### config.mk
export PLATFORM = sky130hd
export DESIGN_NAME = dtc_decoder
export DESIGN_NICKNAME = d
export VERILOG_FILES = /design/src/hdl/dtc_pkg.sv /design/src/hdl/dtc_decoder.sv
export SDC_FILE = /design/constraint.sdc
export NUM_CORES = 1
export LEC_CHECK = 0
export BUFFER_PORTS_ARGS = -buffer_cell sky130_fd_sc_hd__buf_2
export CORE_AREA = 3 3 156 271
export CTS_CLUSTER_SIZE = 12
export DETAILED_ROUTE_END_ITERATION = 10
export DIE_AREA = 0 0 159 274
export MAX_ROUTING_LAYER = met4
export PLACE_DENSITY = 0.79
export SLEW_MARGIN = 20
export SYNTH_ARGS = -nofsm -noshare
export SYNTH_HDL_FRONTEND = slang
export SYNTH_SLANG_ARGS = --single-unit
### constraint.sdc
create_clock -name core_clk -period 9.3 [get_ports core_clk]
set_clock_uncertainty 0.1 [all_clocks]
set_input_delay 1.86 -clock core_clk [delete_from_list [all_inputs] [get_ports core_clk]]
set_output_delay 1.86 -clock core_clk [all_outputs]
set_load 0.02 [all_outputs]
### src/hdl/dtc_pkg.sv
package dtc_pkg;
    // Timing
    localparam int unsigned CLK_PERIOD_NS = 5;
    localparam int unsigned DEB_TIME_NS   = 10000;
    localparam int unsigned DEB_CYC       =
        (DEB_TIME_NS + CLK_PERIOD_NS - 1) / CLK_PERIOD_NS;
    localparam int unsigned US_NS         = 1000;
    localparam int unsigned US_CYC        = US_NS / CLK_PERIOD_NS;
    localparam int unsigned SEC_NS        = 1000000000;
    // Terminal function codes
    localparam logic [7:0] FN_BIAS_LOW   = 8'h3d;
    localparam logic [7:0] FN_BIAS_HIGH  = 8'h3e;
    localparam logic [7:0] FN_BIAS_HOLD  = 8'h3f;
    localparam logic [7:0] FN_BRAKE_FB   = 8'h41;
    localparam logic [7:0] FN_LSC_CANCEL = 8'h46;
    localparam logic [7:0] FN_LSC_SAVE   = 8'h47;
    localparam logic [7:0] FN_MAINS_ONE  = 8'h48;
    localparam logic [7:0] FN_MAINS_TWO  = 8'h49;
    localparam logic [7:0] FN_DROOP      = 8'h4c;
    localparam logic [7:0] FN_SPD_LOW    = 8'h4e;
    localparam logic [7:0] FN_SPD_HIGH   = 8'h4f;
    localparam logic [7:0] FN_UL_CANCEL  = 8'h50;
    localparam logic [7:0] FN_UL_TCLR    = 8'h51;
    localparam logic [7:0] FN_REGEN_CCL  = 8'h52;
    localparam logic [7:0] FN_RUN_FWD    = 8'h62;
    localparam logic [7:0] FN_RUN_BWD    = 8'h63;
    localparam logic [7:0] FN_NONE       = 8'h64;
    localparam logic [7:0] FN_LOOP_LOW   = 8'hab;
    localparam logic [7:0] FN_LOOP_HIGH  = 8'hac;
    // Register addresses
    localparam logic [7:0] A_TERM_FUNC   = 8'h00;
    localparam logic [7:0] A_BIAS_ONE    = 8'h10;
    localparam logic [7:0] A_BIAS_TWO    = 8'h11;
    localparam logic [7:0] A_BIAS_THREE  = 8'h12;
    localparam logic [7:0] A_BRAKE_TIME  = 8'h13;
    localparam logic [7:0] A_CTRL        = 8'h14;
    localparam logic [7:0] A_STATUS      = 8'h15;
    localparam logic [7:0] A_TERMS       = 8'h16;
    localparam logic [7:0] A_MAINS_ONE   = 8'h17;
    localparam logic [7:0] A_MAINS_TWO   = 8'h18;
    localparam logic [7:0] A_SAVED_FREQ  = 8'h19;
    // Field positions
    localparam int unsigned CTRL_LSC_EN    = 0;
    localparam int unsigned CTRL_FAULT_CLR = 1;
    localparam int unsigned CTRL_SAVE_CLR  = 2;
    localparam int unsigned ST_FAULT       = 0;
    localparam int unsigned ST_SAVED       = 1;
    localparam int unsigned ST_RUNNING     = 2;
    // Reset values
    localparam logic [15:0] BRAKE_TIME_RST = 16'h0064;
    localparam logic        LSC_EN_RST     = 1'b1;

    // Decoded terminal levels
    typedef struct packed {
        logic bias_select_low;
        logic bias_select_high;
        logic bias_hold;
        logic brake_feedback;
        logic line_speed_cancel;
        logic line_speed_save;
        logic mains_run_motor_one;
        logic mains_run_motor_two;
        logic droop;
        logic speed_param_sel_low;
        logic speed_param_sel_high;
        logic user_logic_cancel;
        logic user_logic_timer_clear;
        logic regen_avoid_cancel;
        logic loop_step_sel_low;
        logic loop_step_sel_high;
        logic run_forward;
        logic run_backward;
    } dtc_term_type;

    // Commands to the control core
    typedef struct packed {
        logic       run_forward;
        logic       run_backward;
        logic       decel_stop;
        logic       droop_en;
        logic [1:0] speed_param_idx;
        logic [1:0] loop_step_idx;
        logic       user_logic_run;
        logic       user_logic_tclr;
        logic       regen_avoid_en;
        logic       pi_comp_en;
        logic       alarm_stop;
    } dtc_cmd_type;
endpackage
### src/hdl/dtc_decoder.sv
`timescale 1ns/1ps
`default_nettype none
module dtc_decoder
    import dtc_pkg::*;
#(
    parameter int unsigned N_TERM    = 8,
    parameter int unsigned RUN_SLOTS = 2,
    parameter int unsigned SEC_CYC   = SEC_NS / CLK_PERIOD_NS
) (
    input  wire logic          core_clk,
    input  wire logic          rst_n,
    input  wire logic          ce,
    input  wire logic [N_TERM-1:0] term_pin,
    input  wire logic          motor_running,
    input  wire logic          brake_command,
    input  wire logic          coast_stop,
    input  wire logic [15:0]   freq_cmd_in,
    input  wire logic [15:0]   analog_bias,
    input  wire logic [7:0]    reg_addr,
    input  wire logic [31:0]   reg_wdata,
    input  wire logic          reg_wr,
    input  wire logic          reg_rd,
    output logic [31:0]        reg_rdata,
    output dtc_cmd_type        cmd,
    output logic               bias_en,
    output logic [15:0]        bias_level,
    output logic [15:0]        bias_value,
    output logic               freq_restore,
    output logic [15:0]        freq_restore_val,
    output logic [N_TERM-1:0]  user_logic_terms
);

    localparam int unsigned DW = $clog2(DEB_CYC + 1);
    localparam int unsigned UW = $clog2(US_CYC + 1);

    logic [N_TERM-1:0] term_meta_r;
    logic [N_TERM-1:0] term_sync_r;
    logic [N_TERM-1:0] term_deb;
    logic [7:0]        func_r [N_TERM];
    logic [15:0]       bias_lvl_r [3];
    logic [15:0]       brake_time_r;
    logic              lsc_en_r;
    logic [1:0]        bias_sel_r;
    logic [15:0]       bias_value_r;
    logic [UW-1:0]     us_cnt_r;
    logic              us_tick;
    logic [15:0]       mis_cnt_r;
    logic              mismatch;
    logic              fault_set;
    logic              fault_r;
    logic              run_prev_r;
    logic              cancel_prev_r;
    logic              save_ev;
    logic [15:0]       saved_freq_r;
    logic              saved_valid_r;
    logic              restore_r;
    logic [15:0]       restore_val_r;
    logic [31:0]       sec_cnt_r;
    logic              sec_tick;
    logic [31:0]       mains_one_r;
    logic [31:0]       mains_two_r;
    logic [31:0]       rdata_r;
    logic [31:0]       rdata_nxt;
    dtc_cmd_type       cmd_r;
    dtc_cmd_type       cmd_nxt;
    dtc_term_type      t;
    logic              wr_ctrl;

    // Two-stage synchroniser on the terminal pins
    always_ff @(posedge core_clk or negedge rst_n) begin
        if (!rst_n) begin
            term_meta_r <= '0;
            term_sync_r <= '0;
        end else if (ce) begin
            term_meta_r <= term_pin;
            term_sync_r <= term_meta_r;
        end
    end

    // Per-terminal debounce: accept a level stable for DEB_CYC cycles
    genvar g;
    generate
        for (g = 0; g < N_TERM; g++) begin : g_deb
            logic [DW-1:0] cnt_r;
            logic          deb_r;
            always_ff @(posedge core_clk or negedge rst_n) begin
                if (!rst_n) begin
                    cnt_r <= '0;
                    deb_r <= 1'b0;
                end else if (ce) begin
                    if (term_sync_r[g] == deb_r) begin
                        cnt_r <= '0;
                    end else if (cnt_r == DW'(DEB_CYC - 1)) begin
                        cnt_r <= '0;
                        deb_r <= term_sync_r[g];
                    end else begin
                        cnt_r <= cnt_r + 1'b1;
                    end
                end
            end
            assign term_deb[g] = deb_r;
        end
    endgenerate

    // Gather each function from every terminal assigned to it; run codes count only on the first RUN_SLOTS terminals
    always_comb begin
        t = '0;
        for (int i = 0; i < N_TERM; i++) begin
            if (term_deb[i]) begin
                case (func_r[i])
                    FN_BIAS_LOW:   t.bias_select_low = 1'b1;
                    FN_BIAS_HIGH:  t.bias_select_high = 1'b1;
                    FN_BIAS_HOLD:  t.bias_hold = 1'b1;
                    FN_BRAKE_FB:   t.brake_feedback = 1'b1;
                    FN_LSC_CANCEL: t.line_speed_cancel = 1'b1;
                    FN_LSC_SAVE:   t.line_speed_save = 1'b1;
                    FN_MAINS_ONE:  t.mains_run_motor_one = 1'b1;
                    FN_MAINS_TWO:  t.mains_run_motor_two = 1'b1;
                    FN_DROOP:      t.droop = 1'b1;
                    FN_SPD_LOW:    t.speed_param_sel_low = 1'b1;
                    FN_SPD_HIGH:   t.speed_param_sel_high = 1'b1;
                    FN_UL_CANCEL:  t.user_logic_cancel = 1'b1;
                    FN_UL_TCLR:    t.user_logic_timer_clear = 1'b1;
                    FN_REGEN_CCL:  t.regen_avoid_cancel = 1'b1;
                    FN_LOOP_LOW:   t.loop_step_sel_low = 1'b1;
                    FN_LOOP_HIGH:  t.loop_step_sel_high = 1'b1;
                    // Run commands only on dedicated slots
                    FN_RUN_FWD:    t.run_forward |= (i < RUN_SLOTS);
                    FN_RUN_BWD:    t.run_backward |= (i < RUN_SLOTS);
                    default:       ;
                endcase
            end
        end
    end

    // Command word towards the control core
    always_comb begin
        cmd_nxt = '0;
        cmd_nxt.run_forward  = t.run_forward & ~t.run_backward;
        cmd_nxt.run_backward = t.run_backward & ~t.run_forward;
        cmd_nxt.decel_stop   = ~(t.run_forward ^ t.run_backward);
        cmd_nxt.droop_en     = t.droop;
        cmd_nxt.speed_param_idx = {t.speed_param_sel_high,
                                   t.speed_param_sel_low};
        cmd_nxt.loop_step_idx   = {t.loop_step_sel_high,
                                   t.loop_step_sel_low};
        cmd_nxt.user_logic_run  = ~t.user_logic_cancel;
        cmd_nxt.user_logic_tclr = t.user_logic_timer_clear;
        cmd_nxt.regen_avoid_en  = ~t.regen_avoid_cancel;
        cmd_nxt.pi_comp_en = lsc_en_r & ~t.line_speed_cancel;
        cmd_nxt.alarm_stop = fault_r;
    end

    always_ff @(posedge core_clk or negedge rst_n) begin
        if (!rst_n) begin
            cmd_r <= '0;
        end else if (ce) begin
            cmd_r <= cmd_nxt;
        end
    end

    // Bias select latched only while the motor is stopped
    always_ff @(posedge core_clk or negedge rst_n) begin
        if (!rst_n) begin
            bias_sel_r <= 2'h0;
        end else if (ce && !motor_running) begin
            bias_sel_r <= {t.bias_select_high, t.bias_select_low};
        end
    end

    // Analog bias held while the hold terminal is on
    always_ff @(posedge core_clk or negedge rst_n) begin
        if (!rst_n) begin
            bias_value_r <= 16'h0000;
        end else if (ce && !t.bias_hold) begin
            bias_value_r <= analog_bias;
        end
    end

    // Microsecond prescaler for brake timing
    assign us_tick = (us_cnt_r == UW'(US_CYC - 1));
    always_ff @(posedge core_clk or negedge rst_n) begin
        if (!rst_n) begin
            us_cnt_r <= '0;
        end else if (ce) begin
            us_cnt_r <= us_tick ? '0 : us_cnt_r + 1'b1;
        end
    end

    // Brake check: mismatch must outlast the response time
    assign mismatch  = motor_running & (brake_command != t.brake_feedback);
    assign fault_set = mismatch & (mis_cnt_r >= brake_time_r);
    always_ff @(posedge core_clk or negedge rst_n) begin
        if (!rst_n) begin
            mis_cnt_r <= 16'h0000;
        end else if (ce) begin
            if (!mismatch) begin
                mis_cnt_r <= 16'h0000;
            end else if (us_tick && mis_cnt_r != 16'hffff) begin
                mis_cnt_r <= mis_cnt_r + 16'h0001;
            end
        end
    end

    // Sticky fault; a new mismatch wins over a clear
    assign wr_ctrl = reg_wr && reg_addr == A_CTRL;
    always_ff @(posedge core_clk or negedge rst_n) begin
        if (!rst_n) begin
            fault_r <= 1'b0;
        end else if (ce) begin
            if (fault_set) begin
                fault_r <= 1'b1;
            end else if (wr_ctrl && reg_wdata[CTRL_FAULT_CLR]) begin
                fault_r <= 1'b0;
            end
        end
    end

    // Edge history for run and cancel
    always_ff @(posedge core_clk or negedge rst_n) begin
        if (!rst_n) begin
            run_prev_r    <= 1'b0;
            cancel_prev_r <= 1'b0;
        end else if (ce) begin
            run_prev_r    <= motor_running;
            cancel_prev_r <= t.line_speed_cancel;
        end
    end

    // Save compensated frequency on any kind of stop or cancel release
    assign save_ev = t.line_speed_save &
                     ((run_prev_r & ~motor_running) | fault_set |
                      coast_stop |
                      (cancel_prev_r & ~t.line_speed_cancel));
    always_ff @(posedge core_clk or negedge rst_n) begin
        if (!rst_n) begin
            saved_freq_r  <= 16'h0000;
            saved_valid_r <= 1'b0;
        end else if (ce) begin
            if (save_ev) begin
                saved_freq_r  <= freq_cmd_in;
                saved_valid_r <= 1'b1;
            end else if (wr_ctrl && reg_wdata[CTRL_SAVE_CLR]) begin
                saved_valid_r <= 1'b0;
            end
        end
    end

    // Restore pulse on restart when a saved value exists
    always_ff @(posedge core_clk or negedge rst_n) begin
        if (!rst_n) begin
            restore_r     <= 1'b0;
            restore_val_r <= 16'h0000;
        end else if (ce) begin
            restore_r <= motor_running & ~run_prev_r & saved_valid_r;
            if (motor_running && !run_prev_r) begin
                restore_val_r <= saved_freq_r;
            end
        end
    end

    // One-second tick for run time counting
    assign sec_tick = (sec_cnt_r == 32'(SEC_CYC - 1));
    always_ff @(posedge core_clk or negedge rst_n) begin
        if (!rst_n) begin
            sec_cnt_r <= 32'h00000000;
        end else if (ce) begin
            sec_cnt_r <= sec_tick ? 32'h00000000 : sec_cnt_r + 32'h00000001;
        end
    end

    // Mains run time per motor, in seconds
    always_ff @(posedge core_clk or negedge rst_n) begin
        if (!rst_n) begin
            mains_one_r <= 32'h00000000;
            mains_two_r <= 32'h00000000;
        end else if (ce && sec_tick) begin
            if (t.mains_run_motor_one) begin
                mains_one_r <= mains_one_r + 32'h00000001;
            end
            if (t.mains_run_motor_two) begin
                mains_two_r <= mains_two_r + 32'h00000001;
            end
        end
    end

    // Software writes to configuration
    always_ff @(posedge core_clk or negedge rst_n) begin
        if (!rst_n) begin
            for (int i = 0; i < N_TERM; i++) begin
                func_r[i] <= FN_NONE;
            end
            for (int k = 0; k < 3; k++) begin
                bias_lvl_r[k] <= 16'h0000;
            end
            brake_time_r <= BRAKE_TIME_RST;
            lsc_en_r     <= LSC_EN_RST;
        end else if (ce && reg_wr) begin
            for (int i = 0; i < N_TERM; i++) begin
                if (reg_addr == A_TERM_FUNC + 8'(i)) begin
                    func_r[i] <= reg_wdata[7:0];
                end
            end
            case (reg_addr)
                A_BIAS_ONE:   bias_lvl_r[0] <= reg_wdata[15:0];
                A_BIAS_TWO:   bias_lvl_r[1] <= reg_wdata[15:0];
                A_BIAS_THREE: bias_lvl_r[2] <= reg_wdata[15:0];
                A_BRAKE_TIME: brake_time_r <= reg_wdata[15:0];
                A_CTRL:       lsc_en_r <= reg_wdata[CTRL_LSC_EN];
                default:      ;
            endcase
        end
    end

    // Read mux; unmapped addresses read zero
    always_comb begin
        rdata_nxt = 32'h00000000;
        for (int i = 0; i < N_TERM; i++) begin
            if (reg_addr == A_TERM_FUNC + 8'(i)) begin
                rdata_nxt = {24'h000000, func_r[i]};
            end
        end
        case (reg_addr)
            A_BIAS_ONE:   rdata_nxt = {16'h0000, bias_lvl_r[0]};
            A_BIAS_TWO:   rdata_nxt = {16'h0000, bias_lvl_r[1]};
            A_BIAS_THREE: rdata_nxt = {16'h0000, bias_lvl_r[2]};
            A_BRAKE_TIME: rdata_nxt = {16'h0000, brake_time_r};
            A_CTRL:       rdata_nxt[CTRL_LSC_EN] = lsc_en_r;
            A_STATUS: begin
                rdata_nxt[ST_FAULT]   = fault_r;
                rdata_nxt[ST_SAVED]   = saved_valid_r;
                rdata_nxt[ST_RUNNING] = motor_running;
            end
            A_TERMS:      rdata_nxt[N_TERM-1:0] = term_deb;
            A_MAINS_ONE:  rdata_nxt = mains_one_r;
            A_MAINS_TWO:  rdata_nxt = mains_two_r;
            A_SAVED_FREQ: rdata_nxt = {16'h0000, saved_freq_r};
            default:      ;
        endcase
    end

    always_ff @(posedge core_clk or negedge rst_n) begin
        if (!rst_n) begin
            rdata_r <= 32'h00000000;
        end else if (ce) begin
            rdata_r <= reg_rd ? rdata_nxt : 32'h00000000;
        end
    end

    // Outputs
    assign reg_rdata        = rdata_r;
    assign cmd              = cmd_r;
    assign bias_en          = bias_sel_r != 2'h0;
    assign bias_level       = bias_en ? bias_lvl_r[bias_sel_r - 2'h1]
                                      : 16'h0000;
    assign bias_value       = bias_value_r;
    assign freq_restore     = restore_r;
    assign freq_restore_val = restore_val_r;
    assign user_logic_terms = term_deb;

endmodule
`default_nettype wire

* Word-level counts from Yosys, hierarchy flattened
Cells that the tools add are included.
** Operators by class
- Equal/unequal tests :: 170
- Magnitude comparators :: 2
- Reduce and logical (&&, ||, !) cells :: 44
- Bitwise operators :: 31
- Add/subtract/negate cells :: 14
- Multiplexer cells :: 181
** Operators by type and width (number)
- $eq 8x7->1 const B :: 92
- $mux 32 :: 9
- $eq 8x6->1 const B :: 24
- $mux 11 :: 16
- $pmux 24 s7 :: 1
- $mux 18 :: 8
- $eq 8x8->1 const B :: 17
- $mux 1 :: 136
- $add 32x1->32 const B :: 3
- $add 11x1->11 const B :: 8
- $eq 11x11->1 const B :: 8
- $eq 8x5->1 const B :: 10
- $mux 16 :: 5
- $pmux 5 s8 :: 1
- $reduce_and 2->1 :: 20
- $bmux 16 s2 :: 1
- $eq 32x28->1 const B :: 1
- $eq 8x3->1 const B :: 4
- $reduce_and 3->1 :: 8
- $pmux 2 s9 :: 1
- $add 16x1->16 const B :: 1
- $eq 8x2->1 const B :: 2
- $ge 16x16->1 :: 1
- $mux 8 :: 2
- other kinds (18) :: 63
** Word-level totals
- Output and inout bits :: 103
- Input bits :: 88
- Flip-flop bits (word level) :: 461

* Longest topological paths before layout
- Depth after elaboration :: 26
- Mapped depth :: 11
- Depth with buffers taken out :: 9

* Worst setup path before layout
Ideal clock, no wire load.
- Path type :: reg-to-output
- Start point :: register bias_sel_r[0]
- End point :: output port bias_level[5]
- Cell stages (with the launch flop) :: 10
- Slack :: 4899 ps
- Arrival :: 2441 ps
- Buffers on the path :: 3
- Cells stage by stage :: dfrtp_1 -> clkinv_1 -> clkbuf_1 -> ha_1 -> clkbuf_1 -> clkbuf_1 -> mux2i_1 -> nor2_1 -> a21oi_1 -> nor2_1
** On the way
- Longest elaborated chain between the ends :: 6
- Elaborated cells on any way between the ends :: 7
- Classes of those cells :: add/sub (1); mux (4); bitwise (1); reduce/logical (1)
** Ends and longest elaborated chain
- from (decl) :: RTL line dtc_decoder.sv:43 : logic [1:0] bias_sel_r;
- from (signal assigned) :: RTL line dtc_decoder.sv:167 : bias_sel_r <= {t.bias_select_high, t.bias_select_low};
- $sub 2x1->2 :: RTL line dtc_decoder.sv:354 : assign bias_level = bias_en ? bias_lvl_r[bias_sel_r - 2'h1]
- $not 2->3 (implied by the code) :: RTL line dtc_decoder.sv:354
- $bmux 16 s2 :: RTL line dtc_decoder.sv:354
- $mux 16 (implied by the code) (2 in series) :: RTL line dtc_decoder.sv:354
- $mux 16 * :: RTL line dtc_decoder.sv:354
- to (decl) :: RTL line dtc_decoder.sv:26 : output logic [15:0] bias_level,
Every way passes the cells marked *; elsewhere a longest branch is shown, timed or not. The select of a mux whose other input is x is not followed.

* Worst setup path after layout
- Start point :: register bias_sel_r[0]
- End point :: output port bias_level[1]
The elaborated chain is that of the path after synthesis.

==> results.yml <==
global_route:
  grt_pass1_wl_um: 109000
  met3_usage_pct: 4.34
  grt_usage_pct: 32.5
  grt_start_max_net_pins: 173
  use_met2_pct: 55.7
  grt.busiest_layer: "met2"
  gr-total-overflow: 0
  grt_antenna_before_repair: 1
  gr-usage-met1_pct: 35.0
  grt_pass1_vias: 19584
finish:
  layout_common_cells: "dfrtp_1 (433), mux2_2 (201), nand2_1 (194)"
  layout.nets: 2517
  drive_gt1_share_pct: 21.6
  final_common_cell: "dfrtp_1"
  fin_cells: 2982
  area_delta_synth_final_pct: 10.8
  final_util_pct: 66.0
drt:
  firstDrtPassIters: 5
  via_count: 19276
  finalWirelength_um: 69400
  drtIter0Drc: 1494
  ant_nets: 0
  wl_per_cell_um: 23.3
  routed_via_density: 6.46
  drc: 0
floorplan:
  dieArea_mm2: 0.0436
  die_w_um: 159
  initial_core_util_pct: 59.6
  num_rows: 97
  core_area_mm2: 0.0403
  io_pins: 191
  die-height_um: 274
critical_path:
  rr_worst_depth: 7
  critical-path-slowest-cell: "ha_1"
  r2r_slack_ps: 4780
  path_cells: "clkinv_1 > ha_1 > nor2b_2 > a21oi_1 > nor2_1 > buf_2"
  critPathCaptureType: "output port"
  crit_fanout: 18
  critPathLaunchType: "flop"
  slowest_delay_ps: 1230
  arrival_ps: 4020
  r2r-start: "g_deb[4].deb_r"
  worstPathRequired_ps: 7340
  r2r-end: "saved_freq_r[4]"
  crit_type: "flop to output port"
  critPathTopFamily: "adder cells"
  path_buf_inv: 2
logic_synthesis:
  syn-num-nets: 2407
  synth-edff-count: 0
  async_flop_share_pct: 100
  synthFlopType: "dfrtp_1"
  synth_area_mm2: 0.0240
  synthTopCellsByArea: "dfrtp_1 (45%), mux2_2 (9.4%), dfstp_2 (3.1%), nand2_1 (3.0%), o21ai_0 (2.7%)"
  synth_cells: 2287
  synth_top_area_share_pct: 45.1
  seq_area_frac_synth_pct: 48.2
  synth_warnings: 0
  syn_avg_cell_area_um2: 10.5
  yosys.area.top_type: "dfrtp_1"
  synth_seq_cells: 461
  yosysUniqueCellTypes: 83
cts:
  ctsResizeCount: 0
  insertion_delay_ps: 570
  cts_setup_buffers: 0
  cts.sinks: 461
  htreeDepth: 2
  cts_tree: "done"
  cts_made_buffers: 46
  cts_hold_buf: 0
  cts_root_buffer: "clkbuf_16"
  path_clk_slew_ps: 60
  cts_buffer_depth: 3
power:
  irDropWorstVdd_v: 0.000170
  p_per_area_mw_per_mm2: 162
  pwr-share-comb_pct: 8.3
  pwr-share-seq_pct: 50.4
  internal-power_uw: 3210
  p_sw_share_pct: 25.4
  p_clk_share_pct: 41.3
  cellLeakagePower_uw: 0.0119
  power_uw: 4310
  switching_power_uw: 1100
sta:
  whs_ps: 375
  maxSlewHeadroom_pct: 20.2
  drv_slew: 0
  finalCritPeriodShare_pct: 64.3
  finalSetupTns_ps: 0
  setup_violations: 0
  worst_pin_slew_ps: 1190
  hold_violations: 0
  min_period_ps: 5980
  fmax_ghz: 0.167
  rsz0062_at_grt: "false"
place:
  dp_hpwl_um: 49700
  placed_cells: 2893
  place_congestion: 1.06
  numPortBuffers: 174
hold_path:
  whs_path_depth: 1
  min_to: "sec_cnt_r[31]"
  worstHoldStart: "sec_cnt_r[31]"
  hp-class: "flop to flop"
job:
  drv_cap: 0
run_status:
  status: "complete, no violations"
==> cell families after synthesis <==
logic type | share of synthesized area [%]
multiplexers | 12.6
XOR/XNOR | 4.56
AO/OA/AOI/OAI | 11.3
adder cells (fa/ha/maj) | 1.67
AND/OR/NAND/NOR | 18.3
buffers and inverters | 3.27
flip-flops | 48.2
==> flip-flops by register name, summed over array words and instances (netlist names), 13 cells and up <==
register,flops
g_deb.cnt_r,88
func_r,64
bias_lvl_r,48
mains_one_r,32
mains_two_r,32
reg_rdata,32
sec_cnt_r,32
bias_value,16
brake_time_r,16
freq_restore_val,16
mis_cnt_r,16
saved_freq_r,16
cmd,13
==> routing by layer <==
layer  share of wire [%]  routed length (µm)
met1                  36               24700
met2                  51               35100
met3                 5.3                3690
met4                 8.5                5890
met5                   0                   0
==> final cells by class <==
| class | instances | area [µm²] |
|---|---|---|
| repair buffers | 188 | 1010 |
| inverters | 67 | 251 |
| diodes | 3 | 7.51 |
| clock buffers | 80 | 1310 |
| fillers | 3186 | 13700 |
| well taps | 544 | 681 |
| clock inverters | 6 | 81.3 |
| multi-input cells | 1633 | 11700 |
| flip-flops and latches | 461 | 11600 |
==> synthesized netlist by cell type (53+ instances only) <==
master,instances
nand2_1,194
clkbuf_1,97
o21ai_0,130
mux2_2,201
nand4_1,60
xnor2_1,72
nor2_1,133
and3_1,72
xor2_1,53
inv_1,66
nand3_1,91
dfrtp_1,433
==> power by group through the flow <==
stage / Sequential [µW] / Clock (µW) / Combinational, µW
finish: 2170 / 1780 / 359
global route: 2180 / 1880 / 398
CTS: 2170 / 1810 / 362
detailed placement: 2200 / 0 / 359
global placement: 2200 / 0 / 340
floorplan: 2190 / 0 / 218
==> worst max path at each step <==
stage	startpoint	slack, ps	to	depth (start not counted)
floorplan	bias_sel_r[0]	4900	bias_level[5]	9
global placement	ce	3770	mains_two_r[30]	8
detailed placement	ce	3590	mains_two_r[30]	8
CTS	bias_sel_r[0]	3130	bias_level[0]	6
global route	bias_sel_r[0]	3200	bias_level[4]	6
finish	bias_sel_r[0]	3320	bias_level[1]	6
==> per-stage QoR <==
stage	setup slack [ps]	instance area (µm²)
after detailed placement	3590	25200
after floorplan	4900	24000
after CTS	3130	26600
final	3320	26600
after global placement	3770	25200
after global routing	3200	26600
Power figures use the tool's default switching activity.
